[src/sssr_consts.svh]
// Constants for the serial shift and storage register block
// Notes on behaviour
// - An 8-bit serial-in, parallel-out shift chain feeds a separate 8-bit storage register.
// - The shift chain and the storage register each have their own clock and their own clear, and each clear overrides its clock.
// - Both registers change only on a rising edge of their own clock, apart from the clears.
// - With both clocks tied together, the storage register takes the chain value from before the edge and so trails it by one clock.
// - A serial cascade output taken from the shift chain lets several devices be chained.
// - While shift_clear_n is low every chain stage is held at zero whatever serial_in and shift_clock do.
// - On a rising shift_clock edge with shift_clear_n high, stage one takes serial_in and each later stage takes its predecessor.
// - With shift_clear_n high and no rising shift_clock edge, the chain keeps its contents.
// - While store_clear_n is low the storage register is held at zero whatever store_clock and the chain do.
// - On a rising store_clock edge with store_clear_n high, all chain stages are copied in parallel into the storage register.
// - With store_clear_n high and no rising store_clock edge, the storage register keeps its contents.
`ifndef SSSR_CONSTS_SVH
`define SSSR_CONSTS_SVH

// ****************************************
// Widths and counts
// ****************************************
`define SSSR_WIDTH       8
`define SSSR_SYNC_STAGES 2

// ****************************************
// Reset values
// ****************************************
`define SSSR_CHAIN_RST   8'h00
`define SSSR_STORE_RST   8'h00
`define SSSR_SYNC_RST    1'b0

`endif

[src/sssr_pkg.sv]
// Types shared by the serial shift and storage register block
package sssr_pkg;

    // Per-register action for one core clock cycle
    typedef enum logic [2:0] {
        SSSR_HOLD  = 3'b001,
        SSSR_CLEAR = 3'b010,
        SSSR_LOAD  = 3'b100
    } sssr_act_t;

    // Clear wins over a clock edge, edge wins over hold
    function automatic sssr_act_t sssr_decide(input logic clear_n, input logic rise);
        sssr_act_t act;
        act = SSSR_HOLD;
        if (!clear_n) begin
            act = SSSR_CLEAR;
        end else if (rise) begin
            act = SSSR_LOAD;
        end
        return act;
    endfunction : sssr_decide

endpackage : sssr_pkg

[src/sssr_sync.sv]
// Multi-flop synchroniser for pin inputs
`include "sssr_consts.svh"
module sssr_sync
    import sssr_pkg::*;
#(
    parameter int WIDTH  = 1,
    parameter int STAGES = `SSSR_SYNC_STAGES
) (
    input  wire logic             core_clk,
    input  wire logic             nrst,
    input  wire logic [WIDTH-1:0] pin_in,
    output logic      [WIDTH-1:0] sync_out
);

    // Refused at elaboration: one flop alone leaves metastability on the output
    if (WIDTH < 1 || STAGES < 2) begin : g_bad_param
        $error("sssr_sync: WIDTH must be >= 1 and STAGES >= 2");
    end

    logic [WIDTH-1:0] stage_ff     [STAGES];
    logic [WIDTH-1:0] nxt_stage    [STAGES];

    // Only the next stage reads each flop, and sync_out reads the last; the first is never decoded
    always_comb begin
        nxt_stage[0] = pin_in;
        for (int i = 1; i < STAGES; i++) begin
            nxt_stage[i] = stage_ff[i-1];
        end
    end

    always_ff @(posedge core_clk) begin
        for (int i = 0; i < STAGES; i++) begin
            if (!nrst) begin
                stage_ff[i] <= {WIDTH{`SSSR_SYNC_RST}};
            end else begin
                stage_ff[i] <= nxt_stage[i];
            end
        end
    end

    assign sync_out = stage_ff[STAGES-1];

endmodule : sssr_sync

[src/sssr_rise.sv]
// Rising-edge detector for synchronised clock levels
`include "sssr_consts.svh"
module sssr_rise
    import sssr_pkg::*;
#(
    parameter int WIDTH = 1
) (
    input  wire logic             core_clk,
    input  wire logic             nrst,
    input  wire logic [WIDTH-1:0] level_in,
    output logic      [WIDTH-1:0] rise_out
);

    if (WIDTH < 1) begin : g_bad_param
        $error("sssr_rise: WIDTH must be >= 1");
    end

    logic [WIDTH-1:0] prev_ff;
    logic [WIDTH-1:0] nxt_prev;

    always_comb begin
        nxt_prev = level_in;
    end

    always_ff @(posedge core_clk) begin
        if (!nrst) begin
            prev_ff <= {WIDTH{`SSSR_SYNC_RST}};
        end else begin
            prev_ff <= nxt_prev;
        end
    end

    // Reset value low, the idle clock level; a clock already high at release reads as one rise
    assign rise_out = level_in & ~prev_ff;

endmodule : sssr_rise

[src/sssr_top.sv]
// Serial shift chain feeding a parallel storage register
`include "sssr_consts.svh"
module sssr_top
    import sssr_pkg::*;
#(
    parameter int WIDTH = `SSSR_WIDTH
) (
    input  wire logic             core_clk,
    input  wire logic             nrst,
    input  wire logic             serial_in,
    input  wire logic             shift_clock,
    input  wire logic             shift_clear_n,
    input  wire logic             store_clock,
    input  wire logic             store_clear_n,
    output logic      [WIDTH-1:0] parallel_outputs,
    output logic                  cascade_out
);

    if (WIDTH < 2) begin : g_bad_param
        $error("sssr_top: WIDTH must be >= 2");
    end

    // ****************************************
    // Pin synchronisation
    // ****************************************
    // Data and clocks share one synchroniser so they keep their relative timing
    logic [4:0] pins_sync;
    logic [1:0] clk_rise;
    logic       data_s;
    logic       shift_clr_n_s;
    logic       store_clr_n_s;

    sssr_sync #(
        .WIDTH  (5),
        .STAGES (`SSSR_SYNC_STAGES)
    ) u_sync (
        .core_clk (core_clk),
        .nrst     (nrst),
        .pin_in   ({store_clear_n, shift_clear_n, store_clock, shift_clock, serial_in}),
        .sync_out (pins_sync)
    );

    sssr_rise #(
        .WIDTH (2)
    ) u_rise (
        .core_clk (core_clk),
        .nrst     (nrst),
        .level_in (pins_sync[2:1]),
        .rise_out (clk_rise)
    );

    assign data_s        = pins_sync[0];
    assign shift_clr_n_s = pins_sync[3];
    assign store_clr_n_s = pins_sync[4];

    // ****************************************
    // Shift chain
    // ****************************************
    logic [WIDTH-1:0] chain_ff;
    logic [WIDTH-1:0] nxt_chain;
    logic [WIDTH-1:0] chain_shifted;
    sssr_act_t        shift_act;

    assign chain_shifted[0] = data_s;
    for (genvar i = 1; i < WIDTH; i++) begin : g_shift
        assign chain_shifted[i] = chain_ff[i-1];
    end

    always_comb begin
        shift_act = sssr_decide(shift_clr_n_s, clk_rise[0]);
        nxt_chain = chain_ff;
        unique case (shift_act)
            SSSR_CLEAR: begin
                nxt_chain = WIDTH'(`SSSR_CHAIN_RST);
            end
            SSSR_LOAD: begin
                nxt_chain = chain_shifted;
            end
            SSSR_HOLD: begin
                nxt_chain = chain_ff;
            end
        endcase
    end

    always_ff @(posedge core_clk) begin
        if (!nrst) begin
            chain_ff <= WIDTH'(`SSSR_CHAIN_RST);
        end else begin
            chain_ff <= nxt_chain;
        end
    end

    // ****************************************
    // Storage register
    // ****************************************
    logic [WIDTH-1:0] store_ff;
    logic [WIDTH-1:0] nxt_store;
    sssr_act_t        store_act;

    always_comb begin
        store_act = sssr_decide(store_clr_n_s, clk_rise[1]);
        nxt_store = store_ff;
        unique case (store_act)
            SSSR_CLEAR: begin
                nxt_store = WIDTH'(`SSSR_STORE_RST);
            end
            SSSR_LOAD: begin
                // Takes the pre-edge chain, so tied clocks leave it one step behind
                nxt_store = chain_ff;
            end
            SSSR_HOLD: begin
                nxt_store = store_ff;
            end
        endcase
    end

    always_ff @(posedge core_clk) begin
        if (!nrst) begin
            store_ff <= WIDTH'(`SSSR_STORE_RST);
        end else begin
            store_ff <= nxt_store;
        end
    end

    // ****************************************
    // Outputs
    // ****************************************
    assign parallel_outputs = store_ff;
    assign cascade_out      = chain_ff[WIDTH-1];

endmodule : sssr_top

[config.mk]
export PLATFORM = sky130hd
export DESIGN_NAME = sssr_top
export DESIGN_NICKNAME = d
export VERILOG_FILES = /design/src/sssr_pkg.sv /design/src/sssr_sync.sv /design/src/sssr_rise.sv /design/src/sssr_top.sv
export VERILOG_INCLUDE_DIRS = /design/src
export SDC_FILE = /design/constraint.sdc
export NUM_CORES = 1
export LEC_CHECK = 0
export BUFFER_PORTS_ARGS = -buffer_cell sky130_fd_sc_hd__buf_4
export CAP_MARGIN = 20
export CORE_MARGIN = 2
export CORE_UTILIZATION = 50
export CTS_CLUSTER_DIAMETER = 150
export DETAILED_ROUTE_END_ITERATION = 10
export PLACE_DENSITY = 0.78
export SYNTH_ARGS = -nofsm -noshare
export SYNTH_HDL_FRONTEND = slang
export SYNTH_SLANG_ARGS = --single-unit
[constraint.sdc]
create_clock -name core_clk -period 1.65 [get_ports core_clk]
set_input_delay 0.495 -clock core_clk [delete_from_list [all_inputs] [get_ports core_clk]]
set_output_delay 0.495 -clock core_clk [all_outputs]
set_load 0.1 [all_outputs]
# == After elaboration in Yosys (flattened, before gate mapping) ==
# Memory sizes are Yosys's and may differ from the RTL's.
# Index checks and enable logic that the tools add are counted.
# word_totals
ram_bits,10
output_inout_bits,9
memories,1
elab_cells,24
reg_bits,18
in_bits,7
# classes
n_eq_ne,6
bitwise_logic,4
mux,10
# mem_list
name,words,width,rd,rd_clocked_by_memory_dff,wr,line_no,source
u_sync.stage_ff,2,5,2,0,2,sssr_sync.sv:20,logic [WIDTH-1:0] stage_ff [STAGES];
# op_table
op,count
8-bit one-hot mux with 2 select lines,2
3-bit two-way mux,4
5-bit two-way mux,2
3-bit by 1-bit equality test with 1-bit output (second input constant),2
3-bit by 2-bit equality test with 1-bit output (second input constant),2
3-bit equality test (second input constant),2
2-bit AND,1
1-bit two-way mux,2
2-bit inverter,1
1-bit bitwise OR,2

# == Longest topological paths before layout ==
# Gate-level depths: netlist of the first run.
# depth
word_depth,6
ltp_mapped,4
ltp_nobuf,3

# == Modules after synthesis ==
# Synthesis of the first run repeated with hierarchy kept, for this count alone.
# hier_totals
cells_unflattened,78
hier_area_um2,913.4
# modules_own_cells
mod,cells_per_inst,area_per_inst_um2,seq_area_each_um2,n_inst
sssr_top,52,570.5,320.3,1
sssr_sync,20,262.8,200.2,1
sssr_rise,6,80.1,40.0,1

# == Worst setup path after synthesis of the first run ==
# Ideal clock, no wire load.
# synth_timing
path_type,reg-to-output
startpoint,reg chain_ff[7]
endpoint,out cascade_out
n_path_buf,0
stages_incl_launch_ff,1
slack_ns,0.215
t_required_ns,1.155
arrival_time_ns,0.940
cell_sequence,dfxtp_1
# synth_lines
item,line_no,source
"start, declared",sssr_top.sv:59,logic [WIDTH-1:0] chain_ff;
"start signal, assigned",sssr_top.sv:87,chain_ff <= WIDTH'(`SSSR_CHAIN_RST);
"start signal, assigned",sssr_top.sv:89,chain_ff <= nxt_chain;
"end, declared",sssr_top.sv:16,output logic cascade_out
# No word-level cell between the ends.

# == Worst setup path after layout of the first run ==
# layout_timing
startpoint,reg store_ff[7] (netlist: parallel_outputs[7])
endpoint,out parallel_outputs[7]
# layout_lines
item,line_no,source
"start, declared",sssr_top.sv:96,logic [WIDTH-1:0] store_ff;
"start signal, assigned",sssr_top.sv:119,store_ff <= WIDTH'(`SSSR_STORE_RST);
"start signal, assigned",sssr_top.sv:121,store_ff <= nxt_store;
"end, declared",sssr_top.sv:15,"output logic [WIDTH-1:0] parallel_outputs,"
# No word-level cell between the ends.

==> reports/results.txt, run 1 <==
status: finished clean
Sw Pwr: 0.2130 mW
initial cell density of the core: 0.5260
antenna-violating nets left: 0
Leak: 0.3909 nW
commonest non-fill, non-tap cells in the layout: 34 x nand2_1, 28 x dfxtp_1, 16 x a21oi_1
Crit Path Max Fanout: 2
DRC Markers: 0
antenna violations before repair: 0
DP Area: 0.001013 mm2
Tcrit/Tclk final: 0.9026
PD cells: 1093 mW/mm2
Routed WL: 1330 um
WL per Instance: 9.638 um
drt first pass iters: 2
Cell Area, Synth: 898.4 um2
switching fraction of total power: 0.1829
worst endpoint required time: 1.15 ns
Ports: 16
Yosys top cell area share: 0.6240
final net count: 121
sequential fraction of the synthesis area: 0.6240
Slew @ Worst Pin: 0.4759 ns
Max clock buf depth: 2
Worst EP arrival: 0.99 ns
critical setup path kind: flip-flop to primary output
Rel. slew slack: 0.6821
largest net degree at the start of global routing: 17
CTS resizes: 0
final setup vio count: 0
full die area: 0.002152 mm2
MaxCap Viol Count: 0
DR vias/cell: 4.761
first-pass GRT wire length: 2125 um
family with the most delay on the worst path: flip-flops
Cell Int Power: 0.9517 mW
Gate Count Post-Synth: 99
All-Layer GR Usage: 0.1442
share of layout cells above drive strength 1: 0.1770
Netlist cell types: 10
CP Cell Sequence: buf_4
Setup TNS: 0 ns
CTS tree: yes
Final Critical Period: 1.489 ns
Mean Syn Cell Area: 9.074 um2
Crit. End Element: primary output
Clk Latency, worst-skew pair: 0.33 ns
largest area contributor in the netlist: dfxtp_1
number of global-route vias before repair: 564
Clk network pwr share: 0.376
Sinks on Clock Net: 28
yosys warns: 0
clock skew: 0.01211 ns
CTS H-tree depth: 1
Slowest Stage Delay on Critical Path: 0.37 ns
gr ovfl total: 0
CTS clk-pin slew, worst paths: 0.15 ns
combinational share of power: 0.029
RSZ-0062 raised after global routing: no
Max IR drop VDD: 776.8 uV
Slew Limit Fails: 0
Hold Slack: 0.3604 ns
RD Place Congestion: 0.7170
P&R area growth vs syn: 18.66%
Buf/Inv on CP: 1
CTS buffer count: 3
Die Ht: 46.39 um
Synth area leaders: dfxtp_1 62%, nand2_1 14%, a21oi_1 8.9%
Seq cells post-synth: 28
final hold vios: 0
fin area: 0.001066 mm2
Cell Rows: 15
antenna cells: 0
worst hold path type: input port to flip-flop
Core Area: 0.001708 mm2
post-synth net total: 106
via count: 657
1st-iter DRT viols: 5
dpl hpwl: 993.2 um
fmax: 671.5 MHz
Reg power frac: 0.594
Worst path slowest cell: dfxtp_1
Post-CTS Hold Buffers: 0
IO buf count: 15
CP Launch Type: flip-flop
Root Driver: clkbuf_4
postcts setup bufs: 0
most common cell after layout, fill and taps aside: nand2_1
Die X: 46.39 um
cell families after synthesis:
group                  share of synthesized area
and+or+nand+nor                           0.2549
DFF                                       0.6240
AOI/OAI and AO/OA                        0.08914
buffers and inverters                    0.03202
cells in the mapped netlist:
cell type,number
a21oi_1,16
and2_1,11
and2_2,1
buf_2,2
buf_4,2
clkbuf_1,1
dfxtp_1,28
nand2_1,34
nand2b_1,2
nor2b_1,2
state kept, by name (all words and copies together) (netlist names):
name,flops
chain_ff,8
parallel_outputs,8
u_sync.stage_ff,10
u_rise.prev_ff,2
cell type report:
class	instances	area (um2)
fill	166	641.9
multi-input combinational	66	309.0
timing repair buffer	15	112.6
tap	25	31.28
sequential	28	560.5
clock buffer	3	22.52
clock inverter	1	30.03
through the flow:
step | utilization | power [mW] | setup slack (ns) | instances
after floorplan | - | 0.7300 | 0.2154 | 99
after global placement | 0.5934 | 0.7405 | 0.5426 | 134
after detailed placement | 0.5934 | 0.7421 | 0.5139 | 134
after CTS | 0.6242 | 1.175 | 0.1419 | 138
after global routing | 0.6242 | 1.205 | 0.1072 | 138
final | 0.6242 | 1.165 | 0.1608 | 138
power groups by stage:
stage          Sequential [mW]  Combinational (mW)  Clock, mW
5_1_grt                  0.694              0.0393      0.472
6_report                 0.692              0.0341      0.438
3_5_place_dp             0.707              0.0349          0
2_1_floorplan            0.706              0.0238          0
3_3_place_gp             0.707              0.0339          0
4_1_cts                  0.693              0.0352      0.447
per-layer routing:
metal  routed length, um  share of wire  global-route usage
met4                  34          0.026              0.1029
met1                 584           0.44              0.1540
met5                   0              0                   0
met2                 658           0.49              0.2528
met3                  53          0.040             0.02353
worst paths after layout:
kind	from	to	slack, ns	cells past startpoint
worst max-delay path	parallel_outputs[7]	parallel_outputs[7]	0.16	1
worst min register to register	u_sync.stage_ff[0][1]	u_sync.stage_ff[1][1]	0.45	1
worst max register to register	u_sync.stage_ff[1][2]	parallel_outputs[1]	0.54	3
worst min-delay path	store_clear_n	u_sync.stage_ff[0][4]	0.36	2
No activity file was read; power rests on OpenSTA's default activity.
==> run 2, diff against run 1 <==
--- a/config.mk
+++ b/config.mk
@@ -6,13 +6,14 @@
 export SDC_FILE = /design/constraint.sdc
 export NUM_CORES = 1
 export LEC_CHECK = 0
+export ABC_CLOCK_PERIOD_IN_PS = 1650
 export BUFFER_PORTS_ARGS = -buffer_cell sky130_fd_sc_hd__buf_4
 export CAP_MARGIN = 20
 export CORE_MARGIN = 2
-export CORE_UTILIZATION = 50
+export CORE_UTILIZATION = 55
 export CTS_CLUSTER_DIAMETER = 150
 export DETAILED_ROUTE_END_ITERATION = 10
-export PLACE_DENSITY = 0.78
+export PLACE_DENSITY = 0.84
 export SYNTH_ARGS = -nofsm -noshare
 export SYNTH_HDL_FRONTEND = slang
 export SYNTH_SLANG_ARGS = --single-unit
==> reports/results.txt, run 2 (synthesized netlist as in run 1, its figures left out) <==
status: finished clean
DRC Markers: 0
RSZ-0062 raised after global routing: no
WHS Path Cells: 2
fmax: 673.9 MHz
reg2reg path depth: 3
Cell Rows: 14
Slew @ Worst Pin: 0.4820 ns
1st-iter DRT viols: 10
via count: 641
Ports: 16
final setup vio count: 0
most common cell after layout, fill and taps aside: nand2_1
final net count: 121
drt first pass iters: 4
number of flip-flops in the largest register: 10
RD Place Congestion: 0.7303
clock skew: 0.003355 ns
Hold Slack: 0.3743 ns
Post-CTS Hold Buffers: 0
Worst EP arrival: 0.99 ns
All-Layer GR Usage: 0.1581
Worst Hold Endpoint: u_sync.stage_ff[0][1]
Buf/Inv on CP: 1
postcts setup bufs: 0
Clk Latency, worst-skew pair: 0.32 ns
HP Start: shift_clock
MaxCap Viol Count: 0
largest net degree at the start of global routing: 15
DR vias/cell: 5.008
Worst path slowest cell: dfxtp_1
number of global-route vias before repair: 534
Worst R2R End: chain_ff[1]
minimum setup slack in the final design: 0.1661 ns
Max IR drop VDD: 790.7 uV
FILL cells: 123
RR Startpoint: u_sync.stage_ff[1][1]
CTS resizes: 0
family with the most delay on the worst path: flip-flops
Leak: 0.3767 nW
Tcrit/Tclk final: 0.8993
gr ovfl total: 0
CTS tree: yes
CP Launch Type: flip-flop
Max clock buf depth: 2
critical setup path kind: flip-flop to primary output
Final Critical Period: 1.484 ns
Root Driver: clkbuf_4
antenna violations before repair: 0
fin area: 0.001025 mm2
CTS H-tree depth: 1
Die Ht: 44.42 um
Die X: 44.42 um
worst hold path type: input port to flip-flop
initial cell density of the core: 0.5895
worst endpoint required time: 1.15 ns
CP Cell Sequence: buf_4
Crit. End Element: primary output
IO buf count: 15
Slew Limit Fails: 0
final hold vios: 0
Register-to-Register Setup Slack: 0.55 ns
WL per Instance: 10.08 um
Sinks on Clock Net: 28
Placement Setup Slack: 0.5174 ns
commonest non-fill, non-tap cells in the layout: 34 x nand2_1, 28 x dfxtp_1, 16 x a21oi_1
Setup TNS: 0 ns
first-pass GRT wire length: 2111 um
Rel. slew slack: 0.6780
full die area: 0.001973 mm2
DP Area: 0.001002 mm2
Slowest Stage Delay on Critical Path: 0.37 ns
largest reg by FF count: u_sync.stage_ff
antenna-violating nets left: 0
P&R area growth vs syn: 14.07%
antenna cells: 0
Crit Path Max Fanout: 3
Core Area: 0.001524 mm2
Routed WL: 1290 um
CTS clk-pin slew, worst paths: 0.13 ns
share of layout cells above drive strength 1: 0.1696
CTS buffer count: 3
PD cells: 964.3 mW/mm2
## run 2: cell count changes in the layout (fill, tap and decap cells not counted), sizes merged
cell    previous run  this run
bufinv             1         0
## run 2: area by class of cell
class / count / area (um2) / area share
Clock buffer: 3 / 22.52 / 0.02198
Multi-Input combinational cell: 66 / 309.0 / 0.3016
Tap cell: 16 / 20.02 / 0.01954
Timing Repair Buffer: 15 / 112.6 / 0.1099
Sequential cell: 28 / 560.5 / 0.5470
## run 2: report_power, final
| group | switching (mW) | leakage, nW | total, mW | internal, mW |
|---|---|---|---|---|
| registers | 0.00349 | 0.228 | 0.692 | 0.689 |
| clock network | 0.176 | 0.0138 | 0.262 | 0.0856 |
| logic | 0.0171 | 0.135 | 0.0341 | 0.0170 |
## run 2: metrics by stage
step / instances / total power, mW / util
2_1_floorplan: 99 / 0.7300 / -
5_1_grt: 128 / 1.018 / 0.6724
3_5_place_dp: 125 / 0.7417 / 0.6576
4_1_cts: 128 / 1.000 / 0.6724
6_report: 128 / 0.9881 / 0.6724
3_3_place_gp: 125 / 0.7402 / 0.6576
## run 2: worst max-delay path by stage
stage | depth (start not counted) | slack, ns | endpoint | from
after floorplan | 0 | 0.22 | cascade_out | chain_ff[7]
after global placement | 1 | 0.54 | cascade_out | chain_ff[7]
after detailed placement | 1 | 0.52 | cascade_out | chain_ff[7]
after CTS | 1 | 0.15 | cascade_out | chain_ff[7]
after global routing | 1 | 0.13 | parallel_outputs[0] | parallel_outputs[0]
final | 1 | 0.17 | cascade_out | chain_ff[7]
## run 2: per-layer routing
layer,part of all wire,track usage,vias to the layer above
li1,-,-,334
met1,0.42,0.1794,287
met2,0.48,0.2441,16
met3,0.060,0.04898,4
met4,0.034,0.1273,0
met5,0,0,-
==> run 3, diff against run 2 <==
--- a/config.mk
+++ b/config.mk
@@ -10,10 +10,10 @@
 export BUFFER_PORTS_ARGS = -buffer_cell sky130_fd_sc_hd__buf_4
 export CAP_MARGIN = 20
 export CORE_MARGIN = 2
-export CORE_UTILIZATION = 55
+export CORE_UTILIZATION = 40
 export CTS_CLUSTER_DIAMETER = 150
 export DETAILED_ROUTE_END_ITERATION = 10
-export PLACE_DENSITY = 0.84
+export PLACE_DENSITY = 0.65
 export SYNTH_ARGS = -nofsm -noshare
 export SYNTH_HDL_FRONTEND = slang
 export SYNTH_SLANG_ARGS = --single-unit
==> reports/results.txt, run 3 (synthesized netlist as in run 1, its figures left out) <==
status: finished clean
CP Cell Sequence: buf_4
Final Critical Period: 1.490 ns
Worst R2R End: chain_ff[7]
worst hold path type: input port to flip-flop
Setup TNS: 0 ns
reg2reg path depth: 3
largest reg by FF count: u_sync.stage_ff
final net count: 121
share of layout cells above drive strength 1: 0.1770
FILL cells: 224
Seq. cell area: 560.5 um2
Rel. slew slack: 0.6546
antenna violations before repair: 0
Crit. End Element: primary output
RSZ-0062 raised after global routing: no
Clk Latency, worst-skew pair: 0.32 ns
family with the most delay on the worst path: flip-flops
Leak: 0.3909 nW
CTS resizes: 0
All-Layer GR Usage: 0.1164
Root Driver: clkbuf_4
CTS tree: yes
Crit Path Max Fanout: 3
commonest non-fill, non-tap cells in the layout: 34 x nand2_1, 28 x dfxtp_1, 16 x a21oi_1
drt first pass iters: 4
via count: 652
dpl hpwl: 974.9 um
Worst path slowest cell: dfxtp_1
footprint of the multi-input gates: 309.0 um2
Hold Slack: 0.3655 ns
Routed WL: 1320 um
critical setup path kind: flip-flop to primary output
WHS Path Cells: 2
DRC Markers: 0
postcts setup bufs: 0
Tcrit/Tclk final: 0.9028
Sinks on Clock Net: 28
final hold vios: 0
Slowest Stage Delay on Critical Path: 0.38 ns
CTS clk-pin slew, worst paths: 0.14 ns
Slew Limit Fails: 0
Die Ht: 51.39 um
Buf/Inv on CP: 1
RD Place Congestion: 0.7275
Cell Rows: 17
Ports: 16
Worst EP arrival: 0.99 ns
HP Start: store_clock
CP Launch Type: flip-flop
PD cells: 1081 mW/mm2
Max IR drop VDD: 578.9 uV
clock skew: 0.009163 ns
Die X: 51.39 um
antenna cells: 0
first-pass GRT wire length: 2297 um
worst endpoint required time: 1.15 ns
fmax: 671.3 MHz
full die area: 0.002641 mm2
most common cell after layout, fill and taps aside: nand2_1
number of global-route vias before repair: 585
1st-iter DRT viols: 5
gr ovfl total: 0
initial cell density of the core: 0.4141
antenna-violating nets left: 0
Slew @ Worst Pin: 0.5170 ns
number of flip-flops in the largest register: 10
Max clock buf depth: 2
Post-CTS Hold Buffers: 0
WL per Instance: 9.362 um
RR Startpoint: u_sync.stage_ff[1][1]
final setup vio count: 0
Worst Hold Endpoint: u_sync.stage_ff[0][2]
largest net degree at the start of global routing: 17
IO buf count: 15
P&R area growth vs syn: 19.08%
MaxCap Viol Count: 0
DR vias/cell: 4.624
Register-to-Register Setup Slack: 0.53 ns
Core Area: 0.002170 mm2
CTS buffer count: 3
CTS H-tree depth: 1
run 3: changes by cell type in the layout (fill, tap and decap cells not counted):
cell,previous run,this run
bufinv_16,0,1
run 3: worst max-delay path by stage:
stage / from / end / slack [ns] / cells past startpoint
after global placement: chain_ff[7] / cascade_out / 0.54 / 1
after global routing: chain_ff[7] / cascade_out / 0.1 / 1
after detailed placement: chain_ff[7] / cascade_out / 0.50 / 1
after CTS: chain_ff[7] / cascade_out / 0.13 / 1
after floorplan: chain_ff[7] / cascade_out / 0.22 / 0
final: chain_ff[7] / cascade_out / 0.16 / 1
run 3: layout make-up:
type	count	area share
repair buffers	15	0.1053
well taps	28	0.03275
clock inverters	1	0.02807
clock buffers	3	0.02105
flip-flops and latches	28	0.5240
multi-input cells	66	0.2889
run 3: per-layer routing:
metal / global-route usage / share of wire / vias to the layer above
li1: - / - / 340
met1: 0.1360 / 0.42 / 291
met5: 0 / 0 / -
met2: 0.1944 / 0.50 / 16
met3: 0.02632 / 0.054 / 5
met4: 0.06579 / 0.022 / 0
run 3: power by group:
group / switching [mW] / internal (mW) / leakage (nW)
combinational: 0.0177 / 0.0170 / 0.135
clock: 0.184 / 0.246 / 0.0279
sequential: 0.00338 / 0.689 / 0.228
run 3: metrics by stage:
stage | cells | cell area, um2 | util | power [mW] | worst slack [ns]
after global placement | 137 | 1017 | 0.4689 | 0.7407 | 0.5420
final | 141 | 1070 | 0.4931 | 1.156 | 0.1603
after global routing | 141 | 1070 | 0.4931 | 1.208 | 0.09974
after CTS | 141 | 1070 | 0.4931 | 1.173 | 0.1346
after floorplan | 99 | 898.4 | - | 0.7300 | 0.2154
after detailed placement | 137 | 1017 | 0.4689 | 0.7426 | 0.5043
